--- config.mk ---
export PLATFORM = sky130hd
export DESIGN_NAME = iab_bridge
export DESIGN_NICKNAME = d
export VERILOG_FILES = /design/src/core/iab_pkg.sv /design/src/core/iab_apb_master.sv /design/src/core/iab_bridge.sv
export SDC_FILE = /design/constraint.sdc
export NUM_CORES = 1
export LEC_CHECK = 0
export ABC_CLOCK_PERIOD_IN_PS = 5230
export BUFFER_PORTS_ARGS = -buffer_cell sky130_fd_sc_hd__clkbuf_2
export CAP_MARGIN = 20
export CORE_ASPECT_RATIO = 1.1
export CORE_MARGIN = 8
export CORE_UTILIZATION = 25
export DETAILED_ROUTE_END_ITERATION = 10
export PLACE_DENSITY_LB_ADDON = 0.05
export SETUP_SLACK_MARGIN = 0.1
export SYNTH_ARGS = -nofsm -noshare
export SYNTH_HDL_FRONTEND = slang
export SYNTH_SLANG_ARGS = --single-unit
--- constraint.sdc ---
create_clock -name clk_sys -period 5.23 [get_ports clk_sys]
set_clock_uncertainty 0.2 [all_clocks]
set_input_delay 0 -clock clk_sys [delete_from_list [all_inputs] [get_ports clk_sys]]
set_output_delay 0 -clock clk_sys [all_outputs]
set_load 0.03 [all_outputs]
--- src/core/iab_pkg.sv ---
package iab_pkg;
  // register indices; byte address on the bus is four times the index
  localparam logic [9:0] IDX_CTRL = 10'h048;
  localparam logic [9:0] IDX_ADR_LO = 10'h049;
  localparam logic [9:0] IDX_ADR_HI = 10'h04a;
  localparam logic [9:0] IDX_DATA0 = 10'h04b;
  localparam logic [9:0] IDX_DATA1 = 10'h04c;
  localparam logic [9:0] IDX_DATA2 = 10'h04d;
  localparam logic [9:0] IDX_DATA3 = 10'h04e;
  localparam logic [9:0] IDX_MISC = 10'h04f;

  // indirect_access_control fields
  localparam int CTRL_EN_BIT = 0;
  localparam int CTRL_RD_BIT = 1;
  localparam int CTRL_AINC_BIT = 2;
  localparam int CTRL_SEL_LSB = 3;

  // bridge_misc_control fields
  localparam int MISC_RELOAD_BIT = 1;
  localparam int MISC_CLR_BIT = 2;
  localparam int MISC_CECEN_BIT = 3;
  localparam int MISC_CECSRC_BIT = 4;

  // target codes
  localparam logic [1:0] TGT_RX = 2'h0;
  localparam logic [1:0] TGT_IDMEM = 2'h1;
  localparam logic [1:0] TGT_CFG = 2'h2;
  localparam logic [1:0] TGT_DIEID = 2'h3;

  localparam logic [15:0] STEP_RX = 16'h0004;
  localparam logic [15:0] STEP_OTHER = 16'h0001;

  localparam logic [7:0] RST_BYTE = 8'h00;
  localparam logic [15:0] RST_ADR = 16'h0000;
  localparam logic [31:0] RST_WORD = 32'h0000_0000;

  typedef struct packed {
    logic [3:0] psel;
    logic penable;
    logic pwrite;
    logic [15:0] paddr;
    logic [31:0] pwdata;
  } iab_tgt_req_t;

  typedef struct packed {
    logic [31:0] prdata;
    logic pready;
  } iab_tgt_rsp_t;
endpackage

--- src/core/iab_apb_master.sv ---
`timescale 1ns/1ps
module iab_apb_master import iab_pkg::*; (
  // clock and reset
  input wire logic clk_sys,
  input wire logic reset,
  // launch
  input wire logic start,
  input wire logic [1:0] startTgt,
  input wire logic startWrite,
  input wire logic [15:0] startAddr,
  input wire logic [31:0] startData,
  // result
  output iab_tgt_req_t tgtReq,
  output logic doneQ,
  output logic [31:0] rdataQ,
  // targets
  input iab_tgt_rsp_t [3:0] tgtRsp
);
  typedef enum logic [1:0] {M_IDLE, M_SETUP, M_ACCESS} iab_mst_e_t;

  typedef struct packed {
    iab_mst_e_t fsm;
    logic [1:0] tgt;
    iab_tgt_req_t req;
    logic [31:0] rdata;
    logic done;
  } iab_mst_t;

  iab_mst_t st_q, st_d;

  always_comb begin
    st_d = st_q;
    st_d.done = 1'b0;
    case (st_q.fsm)
      M_IDLE: begin
        if (start) begin
          st_d.tgt = startTgt;
          st_d.req.psel = 4'h1 << startTgt;
          st_d.req.pwrite = startWrite;
          st_d.req.paddr = startAddr;
          st_d.req.pwdata = startData;
          st_d.fsm = M_SETUP;
        end
      end
      M_SETUP: begin
        st_d.req.penable = 1'b1;
        st_d.fsm = M_ACCESS;
      end
      M_ACCESS: begin
        // the target may stretch the access for as long as it likes
        if (tgtRsp[st_q.tgt].pready) begin
          if (!st_q.req.pwrite) begin
            st_d.rdata = tgtRsp[st_q.tgt].prdata;
          end
          st_d.req.psel = 4'h0;
          st_d.req.penable = 1'b0;
          st_d.done = 1'b1;
          st_d.fsm = M_IDLE;
        end
      end
      default: begin
        st_d = '0;
      end
    endcase
  end

  always_ff @(posedge clk_sys or posedge reset) begin
    if (reset) begin
      st_q <= '0;
    end else begin
      st_q <= st_d;
    end
  end

  assign tgtReq = st_q.req;
  assign doneQ = st_q.done;
  assign rdataQ = st_q.rdata;
endmodule

--- src/core/iab_bridge.sv ---
// Implementation choice: the APB interface to the registers.
`timescale 1ns/1ps
module iab_bridge import iab_pkg::*; (
  // clock and reset
  input wire logic clk_sys,
  input wire logic reset,
  // register bus
  input wire logic psel,
  input wire logic penable,
  input wire logic pwrite,
  input wire logic [11:0] paddr,
  input wire logic [31:0] pwdata,
  output logic [31:0] prdata,
  output logic pready,
  output logic pslverr,
  // internal targets
  output iab_tgt_req_t tgtReq,
  input iab_tgt_rsp_t [3:0] tgtRsp,
  // timebase control
  output logic cecTimebaseEnable,
  output logic cecTimebaseSource,
  // display-id memory sequencer
  output logic idMemReloadReq,
  output logic idMemClearReq,
  input wire logic idMemReloadDone
);
  typedef struct packed {
    logic ctrlEn;
    logic ctrlRd;
    logic ctrlAinc;
    logic [1:0] ctrlSel;
    logic [15:0] adr;
    logic [31:0] data;
    logic cecSrc;
    logic cecEn;
    logic clrBit;
    logic reloadBit;
    logic clrArm;
    logic busy;
    logic opRead;
    logic [1:0] opTgt;
    logic [31:0] rdata;
    logic rdy;
    logic err;
  } iab_top_t;

  iab_top_t st_q, st_d;

  logic [9:0] idx;
  logic hit;
  logic setupPh;
  logic accessPh;
  logic wrCtrl, wrAdrLo, wrAdrHi, wrD3, wrMisc;
  logic rdLaunch, wrLaunch, startOp;
  logic [1:0] startTgt;
  logic mDone;
  logic [31:0] mRdata;
  logic [7:0] regVal;

  assign idx = paddr[11:2];
  assign hit = (idx >= IDX_CTRL) && (idx <= IDX_MISC);
  assign setupPh = psel && !penable;
  // the access phase is always one cycle: no register access ever waits
  assign accessPh = psel && penable && st_q.rdy;

  assign wrCtrl = accessPh && pwrite && (idx == IDX_CTRL);
  assign wrAdrLo = accessPh && pwrite && (idx == IDX_ADR_LO);
  assign wrAdrHi = accessPh && pwrite && (idx == IDX_ADR_HI);
  assign wrD3 = accessPh && pwrite && (idx == IDX_DATA3);
  assign wrMisc = accessPh && pwrite && (idx == IDX_MISC);

  // a launch while an access is in flight is dropped, not queued
  assign rdLaunch = wrCtrl && pwdata[CTRL_RD_BIT] && pwdata[CTRL_EN_BIT]
    && !st_q.busy;
  assign wrLaunch = wrD3 && st_q.ctrlEn && (st_q.ctrlSel < TGT_CFG)
    && !st_q.busy;
  assign startOp = rdLaunch || wrLaunch;
  assign startTgt = rdLaunch ? pwdata[CTRL_SEL_LSB +: 2] : st_q.ctrlSel;

  iab_apb_master u_master (
    .clk_sys(clk_sys),
    .reset(reset),
    .start(startOp),
    .startTgt(startTgt),
    .startWrite(wrLaunch),
    .startAddr(st_q.adr),
    .startData({pwdata[7:0], st_q.data[23:0]}),
    .tgtReq(tgtReq),
    .doneQ(mDone),
    .rdataQ(mRdata),
    .tgtRsp(tgtRsp)
  );

  always_comb begin
    case (idx)
      IDX_CTRL: regVal = {3'h0, st_q.ctrlSel, st_q.ctrlAinc, st_q.ctrlRd, st_q.ctrlEn};
      IDX_ADR_LO: regVal = st_q.adr[7:0];
      IDX_ADR_HI: regVal = st_q.adr[15:8];
      IDX_DATA0: regVal = st_q.data[7:0];
      IDX_DATA1: regVal = st_q.data[15:8];
      IDX_DATA2: regVal = st_q.data[23:16];
      IDX_DATA3: regVal = st_q.data[31:24];
      IDX_MISC: regVal = {3'h0, st_q.cecSrc, st_q.cecEn, st_q.clrBit, st_q.reloadBit, 1'h0};
      default: regVal = RST_BYTE;
    endcase
  end

  always_comb begin
    st_d = st_q;
    // bus answer is prepared in the setup cycle
    st_d.rdy = setupPh;
    st_d.err = setupPh && !hit;
    st_d.rdata = (setupPh && !pwrite && hit) ? {24'h00_0000, regVal} : RST_WORD;

    // hardware completion first, so a software write in the same cycle wins
    if (mDone) begin
      st_d.busy = 1'b0;
      if (st_q.opRead) begin
        st_d.data = mRdata;
        st_d.ctrlRd = 1'b0;
      end
      if (st_q.ctrlAinc) begin
        st_d.adr = st_q.adr + ((st_q.opTgt == TGT_RX) ? STEP_RX : STEP_OTHER);
      end
    end
    if (idMemReloadDone && st_q.reloadBit) begin
      st_d.reloadBit = 1'b0;
      st_d.clrBit = 1'b0;
      st_d.clrArm = 1'b0;
    end

    if (wrCtrl) begin
      st_d.ctrlEn = pwdata[CTRL_EN_BIT];
      st_d.ctrlAinc = pwdata[CTRL_AINC_BIT];
      st_d.ctrlSel = pwdata[CTRL_SEL_LSB +: 2];
      // while busy the read-start bit is owned by the running access
      if (!st_q.busy) begin
        st_d.ctrlRd = rdLaunch;
      end
    end
    if (wrAdrLo) begin
      st_d.adr[7:0] = pwdata[7:0];
    end
    if (wrAdrHi) begin
      st_d.adr[15:8] = pwdata[7:0];
    end
    if (accessPh && pwrite && (idx >= IDX_DATA0) && (idx <= IDX_DATA3)) begin
      st_d.data[8 * (idx - IDX_DATA0) +: 8] = pwdata[7:0];
    end
    if (wrMisc) begin
      st_d.cecSrc = pwdata[MISC_CECSRC_BIT];
      st_d.cecEn = pwdata[MISC_CECEN_BIT];
      st_d.clrBit = pwdata[MISC_CLR_BIT];
      // a reload in progress cannot be cancelled by writing zero
      st_d.reloadBit = st_d.reloadBit || pwdata[MISC_RELOAD_BIT];
      if (pwdata[MISC_CLR_BIT] && pwdata[MISC_RELOAD_BIT]) begin
        st_d.clrArm = 1'b1;
      end
    end

    if (startOp) begin
      st_d.busy = 1'b1;
      st_d.opRead = rdLaunch;
      st_d.opTgt = startTgt;
    end
  end

  always_ff @(posedge clk_sys or posedge reset) begin
    if (reset) begin
      st_q <= '0;
      st_q.adr <= RST_ADR;
      st_q.data <= RST_WORD;
    end else begin
      st_q <= st_d;
    end
  end

  assign prdata = st_q.rdata;
  assign pready = st_q.rdy;
  assign pslverr = st_q.err;
  assign cecTimebaseEnable = st_q.cecEn;
  assign cecTimebaseSource = st_q.cecSrc;
  assign idMemReloadReq = st_q.reloadBit;
  assign idMemClearReq = st_q.clrArm;
endmodule

==> flow_metrics.py, run 1 <==
metrics = {
    "run_status": {
        "outcome": "completed",
    },
    "cts": {
        "clkLatencyLatePin_ns": 0.43,
        "cts_root_buf": "clkbuf_16",
        "cts_resized": 0,
        "cts_hold_buffers": 81,
        "cts.clk_slew.worst_paths_ns": 0.07,
        "clk_path_buf_depth": 2,
        "cts_tree": "done",
        "cts_max_level": 4,
        "cts_sinks": 163,
        "cts_setup_buffers": 0,
        "cts_made_buffers": 17,
    },
    "placement": {
        "dp_slack_ns": 0.831,
        "gp_congestion": 0.756,
        "port_buffers": 223,
        "dp.final_hpwl_mm": 24.9,
    },
    "synthesis": {
        "avgSynthCellArea_um2": 10.4,
        "synth_top_family_by_area": "multiplexers",
        "ys_ff_latch": 163,
        "synthSimpleGateAreaFrac_pct": 13.3,
        "synth_edf_count": 0,
        "netlist_area_um2": 9550,
        "yosysWarningCount": 0,
        "synthXorXnorAreaFrac_pct": 2.11,
        "synth_cell_types": 66,
        "netlist_instances": 915,
        "async_flop_share_pct": 100,
        "synth_compound_area_share_pct": 13.1,
        "yosysSeqAreaShare_pct": 42.7,
        "synth-adder-area-share_pct": 2.23,
        "muxShareOfSynthArea_pct": 16.3,
        "ys.flop_type": "dfrtp_1",
    },
    "sta": {
        "setup_viol": 0,
        "min_period_over_period_pct": 84.8,
        "worst_pin_slew_ns": 1.05,
        "hold_viol_final": 0,
        "slew_violations": 0,
        "rsz0062_at_grt": "false",
        "layout_min_cycle_time_ns": 4.43,
        "relSlewSlack_pct": 29.9,
        "worst_slack_ns": 0.797,
        "max_freq_ghz": 0.226,
        "setup_tns_ns": 0,
    },
    "routing": {
        "wire_per_inst_um": 20.1,
        "drc": 0,
        "ant_nets": 0,
        "viasPerCell": 4.63,
        "vias": 7611,
        "dr.pass1.iters": 7,
        "initialDrtViolationCount": 412,
        "wirelength_mm": 33.1,
    },
    "worst_setup_path": {
        "cp.arrival_ns": 4.58,
        "cp-start-kind": "primary input",
        "required_ns": 5.38,
        "criticalPathCategory": "in -> reg",
        "crit_path_max_fanout": 17,
        "endpoint_kind": "register",
    },
    "grt": {
        "antenna_found_initial": 1,
        "track_usage_pct": 14.9,
        "first_global_vias": 8374,
        "grt-ovfl-total": 0,
        "grt_max_degree": 164,
        "grt_pass1_wl_mm": 52.4,
    },
    "hold_path": {
        "hold_class": "in -> reg",
    },
    "die": {
        "initial_core_util_pct": 25.2,
        "core_area_um2": 37900,
        "die_y_um": 221,
        "ios": 274,
        "die_area_um2": 44700,
        "die_x_um": 202,
        "fp-row-count": 75,
    },
    "cells_and_area": {
        "layout-drive-gt1-share_pct": 30.4,
        "antenna_cells": 0,
        "final_common_cell": "clkbuf_2",
        "layout.nets": 1332,
        "final_cell_mix": "clkbuf_2, dfrtp_1, nand2_1, dlygate4sd3_1",
        "n_fill_cell": 3998,
        "area_growth_syn_to_layout_pct": 27.3,
    },
    "power_and_ir_drop": {
        "power_mw": 2.97,
        "vdd_ir_drop_max_mv": 0.175,
        "cellPowerDensity_nw_per_um2": 244,
        "p_leak_nw": 5.68,
    },
    "job": {
        "cap_violations": 0,
    },
}
## cells by family (layout without fill, tap and decap cells)
group | count (synthesis) | after routing
adder cells (fa/ha/maj) | 17 | 17
multiplexers | 111 | 111
flip-flops | 163 | 163
buffers and inverters | 167 | 374
AO/OA/AOI/OAI | 165 | 165
other | 1 | 24
AND/OR/NAND/NOR | 268 | 268
XOR/XNOR | 23 | 23
## report_power, final
part / switching (mW) / internal (mW) / leakage, nW
Sequential: 0.000688 / 1.26 / 2.06
Clock: 0.548 / 0.858 / 0.312
Combinational: 0.165 / 0.134 / 3.31
Total: 0.713 / 2.25 / 5.68
## final cells by class
cell class	count	area (µm²)	area share, %
inverter	19	76.3	0.628
multi-input combinational	608	4610	37.9
clock inverter	13	206	1.70
timing repair buffer	324	2120	17.5
tap	500	626	5.15
clock buffer	18	439	3.61
sequential	163	4080	33.6
## metrics by stage
step	utilization (%)	instance area, µm²	cells	hold slack, ns
after detailed placement	28.2	10700	1533	0.0127
after CTS	32.1	12200	1645	0.0149
final	32.1	12200	1645	0.0137
after global placement	28.1	10700	1531	0.0115
after floorplan	-	9630	938	-0.104
after global routing	32.1	12200	1645	0.0453
## registers in the layout (all words and copies together) (netlist names)
name / count
prdata: 8
pslverr: 1
idMemReloadReq: 1
cecTimebaseEnable: 1
idMemClearReq: 1
cecTimebaseSource: 1
u_master.doneQ: 1
u_master.st_q: 4
st_q: 58
pready: 1
u_master.rdataQ: 32
u_master.tgtReq: 54
## cells in the mapped netlist, types with 8 or more instances
cell,instances,area share [%]
dfrtp_1,163,43
nand2_1,113,4.4
buf_4,90,7.1
a22o_1,51,4.7
mux2i_1,51,5.3
nand3_1,46,2.4
clkbuf_1,45,1.8
nor2_1,36,1.4
mux4_2,33,7.8
a21oi_1,31,1.6
mux2_2,27,3.2
inv_1,19,0.75
ha_1,17,2.2
o21ai_0,17,0.89
a22oi_1,16,1.3
nand4_1,13,0.85
nor3_1,13,0.68
xnor2_1,13,1.2
xor2_1,10,0.92
buf_1,8,0.31
nor2b_1,8,0.52
## worst paths after layout
path                                  from                  end  slack (ns)  cells past startpoint
worst max-delay path              paddr[2]             st_q[62]        0.80                     17
worst min-delay path            tgtRsp[33]    u_master.st_q[89]        0.01                      5
worst max register to register      pready             st_q[45]        2.34                      7
worst min register to register    st_q[36]             st_q[36]        0.28                      2
max in group asynchronous            reset  u_master.rdataQ[19]        3.86                      4
min in group asynchronous            reset  u_master.tgtReq[31]        0.10                      4
## layer usage
metal  part of all wire (%)  vias to the layer above  track usage [%]
met5                  0.039                        -                0
met3                    4.7                       19             3.45
li1                       -                     3655                -
met2                     46                      209             23.8
met4                   0.95                        2             3.07
met1                     48                     3726             20.3
## critical path, cell delays in order
cell	delay, ns
dlygate4sd3_1	0.53
clkbuf_2	0.31
inv_1	0.14
ha_1	0.41
or2b_1	0.27
nor3_1	0.17
nand3_1	0.17
nor3_1	0.25
and2_1	0.20
inv_1	0.05
ha_1	0.28
nor3_1	0.20
nand4_1	0.11
or4b_1	0.65
a2111oi_4	0.39
buf_4	0.26
mux2i_1	0.20
No activity file was read; power rests on OpenSTA's default activity.
==> run 2: changes to the inputs <==
- ABC_CLOCK_PERIOD_IN_PS: 5230 -> 3750
- clock period: 5.23 -> 3.75 ns (I/O delays scaled with it)
==> run 2 against run 1 <==
  * First-iteration DRC count decreased by 2.7%
  * Worst hold slack improved by 0.026 ns
  * Via count increased by 1.3%
  * Combinational power increased by 54%
  * Utilization increased by 1.0 points
  * Critical path depth decreased by 1
  * Clock power increased by 34%
  * Power increased by 39%
  * Design area increased by 3.2%
  * Setup slack got worse by 0.36 ns
  * Sequential power increased by 40%
  * Die area unchanged
  * Critical path type unchanged
==> flow_metrics.py, run 2 (synthesis gave the netlist of run 1 again) <==
metrics = {
    "run_status": {
        "outcome": "completed",
    },
    "job": {
        "cap_violations": 0,
    },
    "hold_path": {
        "hold_class": "in -> reg",
        "hold_end": "prdata[1]",
        "hold_depth": 4,
        "worstHoldStart": "pwrite",
    },
    "cells_and_area": {
        "fin_area_um2": 12500,
        "largest_reg_flops": 58,
        "top_register": "st_q",
        "layout-drive-gt1-share_pct": 33.6,
        "antenna_cells": 0,
        "final_cell_mix": "clkbuf_2, dfrtp_1, nand2_1, dlygate4sd3_1",
        "area_growth_syn_to_layout_pct": 31.4,
        "layout.nets": 1366,
        "final_common_cell": "clkbuf_2",
    },
    "worst_setup_path": {
        "crit_path_max_incr_delay_ns": 0.59,
        "critPathMostFrequentCell": "nand4_1",
        "r2r-start": "pready",
        "critical_path.top_delay_family": "simple AND/OR/NAND/NOR gates",
        "cp.arrival_ns": 3.46,
        "r2r-end": "u_master.tgtReq[50]",
        "required_ns": 3.90,
        "cp-start-kind": "primary input",
        "rrSetupSlack_ns": 1.00,
        "rr_worst_depth": 7,
        "critPathSlowestCell": "or4b_4",
        "path_cells": "clkbuf_2 -> ha_1 -> o211a_4 -> nor3_4 -> buf_4 -> xnor2_2 -> nand4b_1 -> inv_2 -> ha_4 -> nand4_1 -> nor3_2 -> nand4_1 -> or4b_4 -> a2111oi_4 -> buf_12 -> mux2i_1",
        "endpoint_kind": "register",
        "crit_buf_inv": 4,
        "criticalPathCategory": "in -> reg",
        "crit_path_max_fanout": 8,
    },
    "routing": {
        "viasPerCell": 4.59,
        "dr.pass1.iters": 5,
        "vias": 7710,
        "ant_nets": 0,
        "drc": 0,
        "wirelength_mm": 33.4,
        "initialDrtViolationCount": 401,
        "wire_per_inst_um": 19.9,
    },
    "sta": {
        "layout_min_cycle_time_ns": 3.31,
        "setup_tns_ns": 0,
        "relSlewSlack_pct": 37.5,
        "max_freq_ghz": 0.302,
        "worst_slack_ns": 0.439,
        "rsz0062_at_grt": "false",
        "slew_violations": 0,
        "min_period_over_period_pct": 88.3,
        "worst_pin_slew_ns": 0.938,
        "hold_viol_final": 0,
        "setup_viol": 0,
    },
    "power_and_ir_drop": {
        "cellPowerDensity_nw_per_um2": 328,
        "vdd_ir_drop_max_mv": 0.207,
        "p_leak_nw": 5.85,
    },
    "grt": {
        "antenna_found_initial": 2,
        "grt-ovfl-total": 0,
        "track_usage_pct": 14.8,
        "grt_max_degree": 164,
        "grt_pass1_wl_mm": 52.0,
        "first_global_vias": 8292,
    },
    "cts": {
        "cts_made_buffers": 17,
        "cts.clk_slew.worst_paths_ns": 0.06,
        "clk_path_buf_depth": 2,
        "cts_sinks": 163,
        "cts_tree": "done",
        "clkLatencyLatePin_ns": 0.44,
        "cts_root_buf": "clkbuf_16",
        "cts_max_level": 4,
    },
    "die": {
        "die_y_um": 221,
        "initial_core_util_pct": 25.2,
        "die_area_um2": 44700,
        "ios": 274,
        "core_area_um2": 37900,
        "fp-row-count": 75,
        "die_x_um": 202,
    },
    "placement": {
        "dp_slack_ns": 0.0667,
        "dp.final_hpwl_mm": 25.4,
        "port_buffers": 223,
        "gp_congestion": 0.754,
        "dpl-instance-area_um2": 11000,
    },
}
run 2: repair_timing:
action	in CTS	in global routing
hold endpoints to repair	268	0
hold buffers	84	0
setup endpoints to repair	0	32
buffers inserted	0	3
resized for setup	0	22
run 2: worst max path at each step:
stage	slack [ns]	end	cells after the start	from
after floorplan	0.11	st_q[59]	16	paddr[3]
after global placement	0.1	st_q[60]	15	paddr[2]
after detailed placement	0.07	st_q[64]	16	paddr[2]
after CTS	0.13	st_q[62]	16	paddr[4]
after global routing	0.22	st_q[59]	16	paddr[2]
final	0.44	st_q[64]	16	paddr[2]
run 2: power breakdown:
group / switching [mW] / internal [mW] / leakage, nW
Combinational: 0.246 / 0.214 / 3.50
Sequential: 0.00116 / 1.76 / 2.06
Clock: 0.739 / 1.15 / 0.297
Total: 0.986 / 3.12 / 5.85
run 2: area by class of cell:
type	count	area [µm²]
Inverter	19	75.1
Clock inverter	9	154
Fill cell	4026	25400
Sequential cell	163	4080
Clock buffer	23	468
Timing Repair Buffer	358	2430
Multi-Input combinational cell	608	4710
Tap cell	500	626
run 2: worst register-to-register path, delay by kind of cell (launching register included):
family                 cells  cell delay (ns)
muxes                      1             0.46
and+or+nand+nor            3             0.95
buffers and inverters      2             0.36
AOI/OAI and AO/OA          1             0.35
DFF                        1             0.34
run 2: per-stage QoR:
stage | hold WS [ns] | util (%) | power (mW) | instances
global placement | 0.0210 | 28.9 | 2.18 | 1561
CTS | 0.0259 | 32.8 | 4.17 | 1677
detailed placement | 0.0129 | 28.9 | 2.18 | 1561
global route | 0.0779 | 33.1 | 4.28 | 1680
finish | 0.0395 | 33.1 | 4.11 | 1680
floorplan | -0.104 | - | 2.02 | 938
run 2: layer usage:
metal	part of all wire, %	track usage [%]	vias up	wire length (µm)
li1	-	-	3717	-
met1	50	21.3	3764	16900
met2	44	22.2	202	14700
met3	4.1	3.00	25	1370
met4	1.4	3.91	2	463
met5	0.039	0	-	13
==> run 3: changes to the inputs <==
- PLACE_DENSITY_LB_ADDON: 0.05 -> default
==> run 3 against run 2 <==
  * The run now ends with hold timing left
  * Sequential power hardly changed
  * Cell count is 1.0% lower
  * Die area did not move
  * Register-to-register slack got worse by 0.15 ns
  * Sequential share of layout area rose by 0.69 points
  * Sequential cell count is the same
  * First-iteration DRC count up 37%
  * Worst hold slack worse by 0.044 ns
  * Global-route usage is 0.83 points lower
  * Critical endpoint is now st_q[70]
  * Largest cell class unchanged
  * Highest routed layer is now met4
==> flow_metrics.py, run 3 (synthesis gave the netlist of run 1 again) <==
metrics = {
    "die": {
        "initial_core_util_pct": 25.2,
        "fp-row-count": 75,
        "die_area_um2": 44700,
        "die_y_um": 221,
        "core_area_um2": 37900,
        "die_x_um": 202,
        "ios": 274,
    },
    "sta": {
        "fin_hold_ws_ns": -0.00419,
        "layout_min_cycle_time_ns": 3.40,
        "max_freq_ghz": 0.294,
        "hold_viol_final": 1,
        "slew_violations": 0,
        "min_period_over_period_pct": 90.8,
        "rsz0062_at_grt": "false",
        "setup_viol": 0,
        "relSlewSlack_pct": 51.0,
        "worst_pin_slew_ns": 0.735,
        "setup_tns_ns": 0,
    },
    "power_and_ir_drop": {
        "vdd_ir_drop_max_mv": 0.335,
        "cellPowerDensity_nw_per_um2": 324,
        "intPower_mw": 2.99,
        "p_leak_nw": 5.73,
        "p_switching_mw": 0.994,
        "pwr-share-clk_pct": 44.9,
        "comb_power_share_pct": 10.9,
        "power_frac_seq_pct": 44.2,
        "p_sw_share_pct": 25.0,
    },
    "routing": {
        "wirelength_mm": 31.6,
        "initialDrtViolationCount": 548,
        "vias": 7939,
        "viasPerCell": 4.77,
        "drc": 0,
        "wire_per_inst_um": 19.0,
        "ant_nets": 0,
        "dr.pass1.iters": 5,
    },
    "cells_and_area": {
        "multiInputGateArea_um2": 4630,
        "antenna_cells": 0,
        "regArea_um2": 4080,
        "fin_area_um2": 12300,
        "final_cell_mix": "clkbuf_2, dfrtp_1, nand2_1, dlygate4sd3_1",
        "layout-drive-gt1-share_pct": 31.6,
        "n_fill_cell": 3931,
        "final_common_cell": "clkbuf_2",
        "top_register": "st_q",
        "fin_util_pct": 32.4,
        "fin_cells": 1663,
        "largest_reg_flops": 58,
        "layout.nets": 1349,
        "area_growth_syn_to_layout_pct": 28.7,
    },
    "run_status": {
        "outcome": "complete, but fails checks",
        "violations": "hold timing",
    },
    "grt": {
        "track_usage_pct": 14.0,
        "met3_usage_pct": 3.00,
        "grt_pass1_wl_mm": 49.5,
        "antenna_found_initial": 0,
        "use_met1_pct": 18.7,
        "first_global_vias": 8289,
        "grt_max_degree": 121,
        "grt_most_used_layer": "met2",
        "use_met2_pct": 22.7,
        "grt-ovfl-total": 0,
    },
    "cts": {
        "cts_max_level": 4,
        "cts_root_buf": "clkbuf_16",
        "clkLatencyLatePin_ns": 0.44,
        "cts_tree": "done",
        "cts_resized": 0,
        "clk_path_buf_depth": 2,
        "cts_hold_buffers": 83,
        "cts_setup_buffers": 0,
        "cts_made_buffers": 17,
        "cts.clk_slew.worst_paths_ns": 0.08,
        "cts_sinks": 163,
    },
    "job": {
        "cap_violations": 0,
    },
    "worst_setup_path": {
        "endpoint_kind": "register",
        "criticalPathCategory": "in -> reg",
        "required_ns": 3.88,
        "cp.arrival_ns": 3.53,
        "cp-start-kind": "primary input",
        "crit_path_max_fanout": 8,
    },
    "placement": {
        "dpl-instance-area_um2": 10800,
        "port_buffers": 223,
        "dp.final_hpwl_mm": 24.7,
        "dp_cells": 1547,
        "gp_congestion": 0.834,
    },
    "hold_path": {
        "hold_class": "in -> reg",
    },
}
-- run 3: per-stage QoR --
step / setup slack (ns) / total power [mW]
floorplan: 0.115 / 2.02
global placement: 0.0318 / 2.16
detailed placement: -0.0393 / 2.16
CTS: 0.394 / 4.02
global route: 0.170 / 4.13
finish: 0.346 / 3.99
-- run 3: cell type report --
class | count | share of cell area [%]
Multi-Input combinational cell | 608 | 37.7
Sequential cell | 163 | 33.2
Timing Repair Buffer | 341 | 18.5
Tap cell | 500 | 5.09
Clock buffer | 20 | 3.72
Clock inverter | 12 | 1.19
Inverter | 19 | 0.611
-- run 3: final timing paths --
kind	start	to	slack [ns]	cells after the start
hold / removal	tgtRsp[99]	u_master.st_q[89]	-0.004	5
min in group asynchronous	reset	st_q[82]	0.47	4
max in group asynchronous	reset	u_master.tgtReq[22]	1.92	5
setup reg to reg	pready	st_q[49]	0.85	7
hold reg to reg	u_master.rdataQ[3]	u_master.rdataQ[3]	0.28	2
setup / recovery	paddr[2]	st_q[70]	0.35	16
-- run 3: power by group through the flow --
stage	logic, mW	clock network [mW]	registers, mW
after CTS	0.437	1.83	1.76
final	0.435	1.79	1.76
after detailed placement	0.371	0	1.79
after floorplan	0.222	0	1.80
after global placement	0.368	0	1.79
after global routing	0.475	1.89	1.76
-- run 3: critical path, stage by stage --
cell and delay, ns:
clkbuf_2 0.14, ha_1 0.32, o211a_1 0.28, nor3_2 0.17, xor2_1 0.15, nor3_2 0.24, and2_1 0.19, inv_1 0.05
ha_1 0.28, nor3_1 0.20, nand4_1 0.11, or4b_1 0.60, buf_4 0.21, a21oi_2 0.18, buf_12 0.15, mux2i_1 0.25
-- run 3: metal layers --
metal / part of all wire, % / vias up
met4: 0.86 / 0
met2: 48 / 292
met5: 0 / -
li1: - / 3691
met1: 45 / 3940
met3: 6.2 / 16
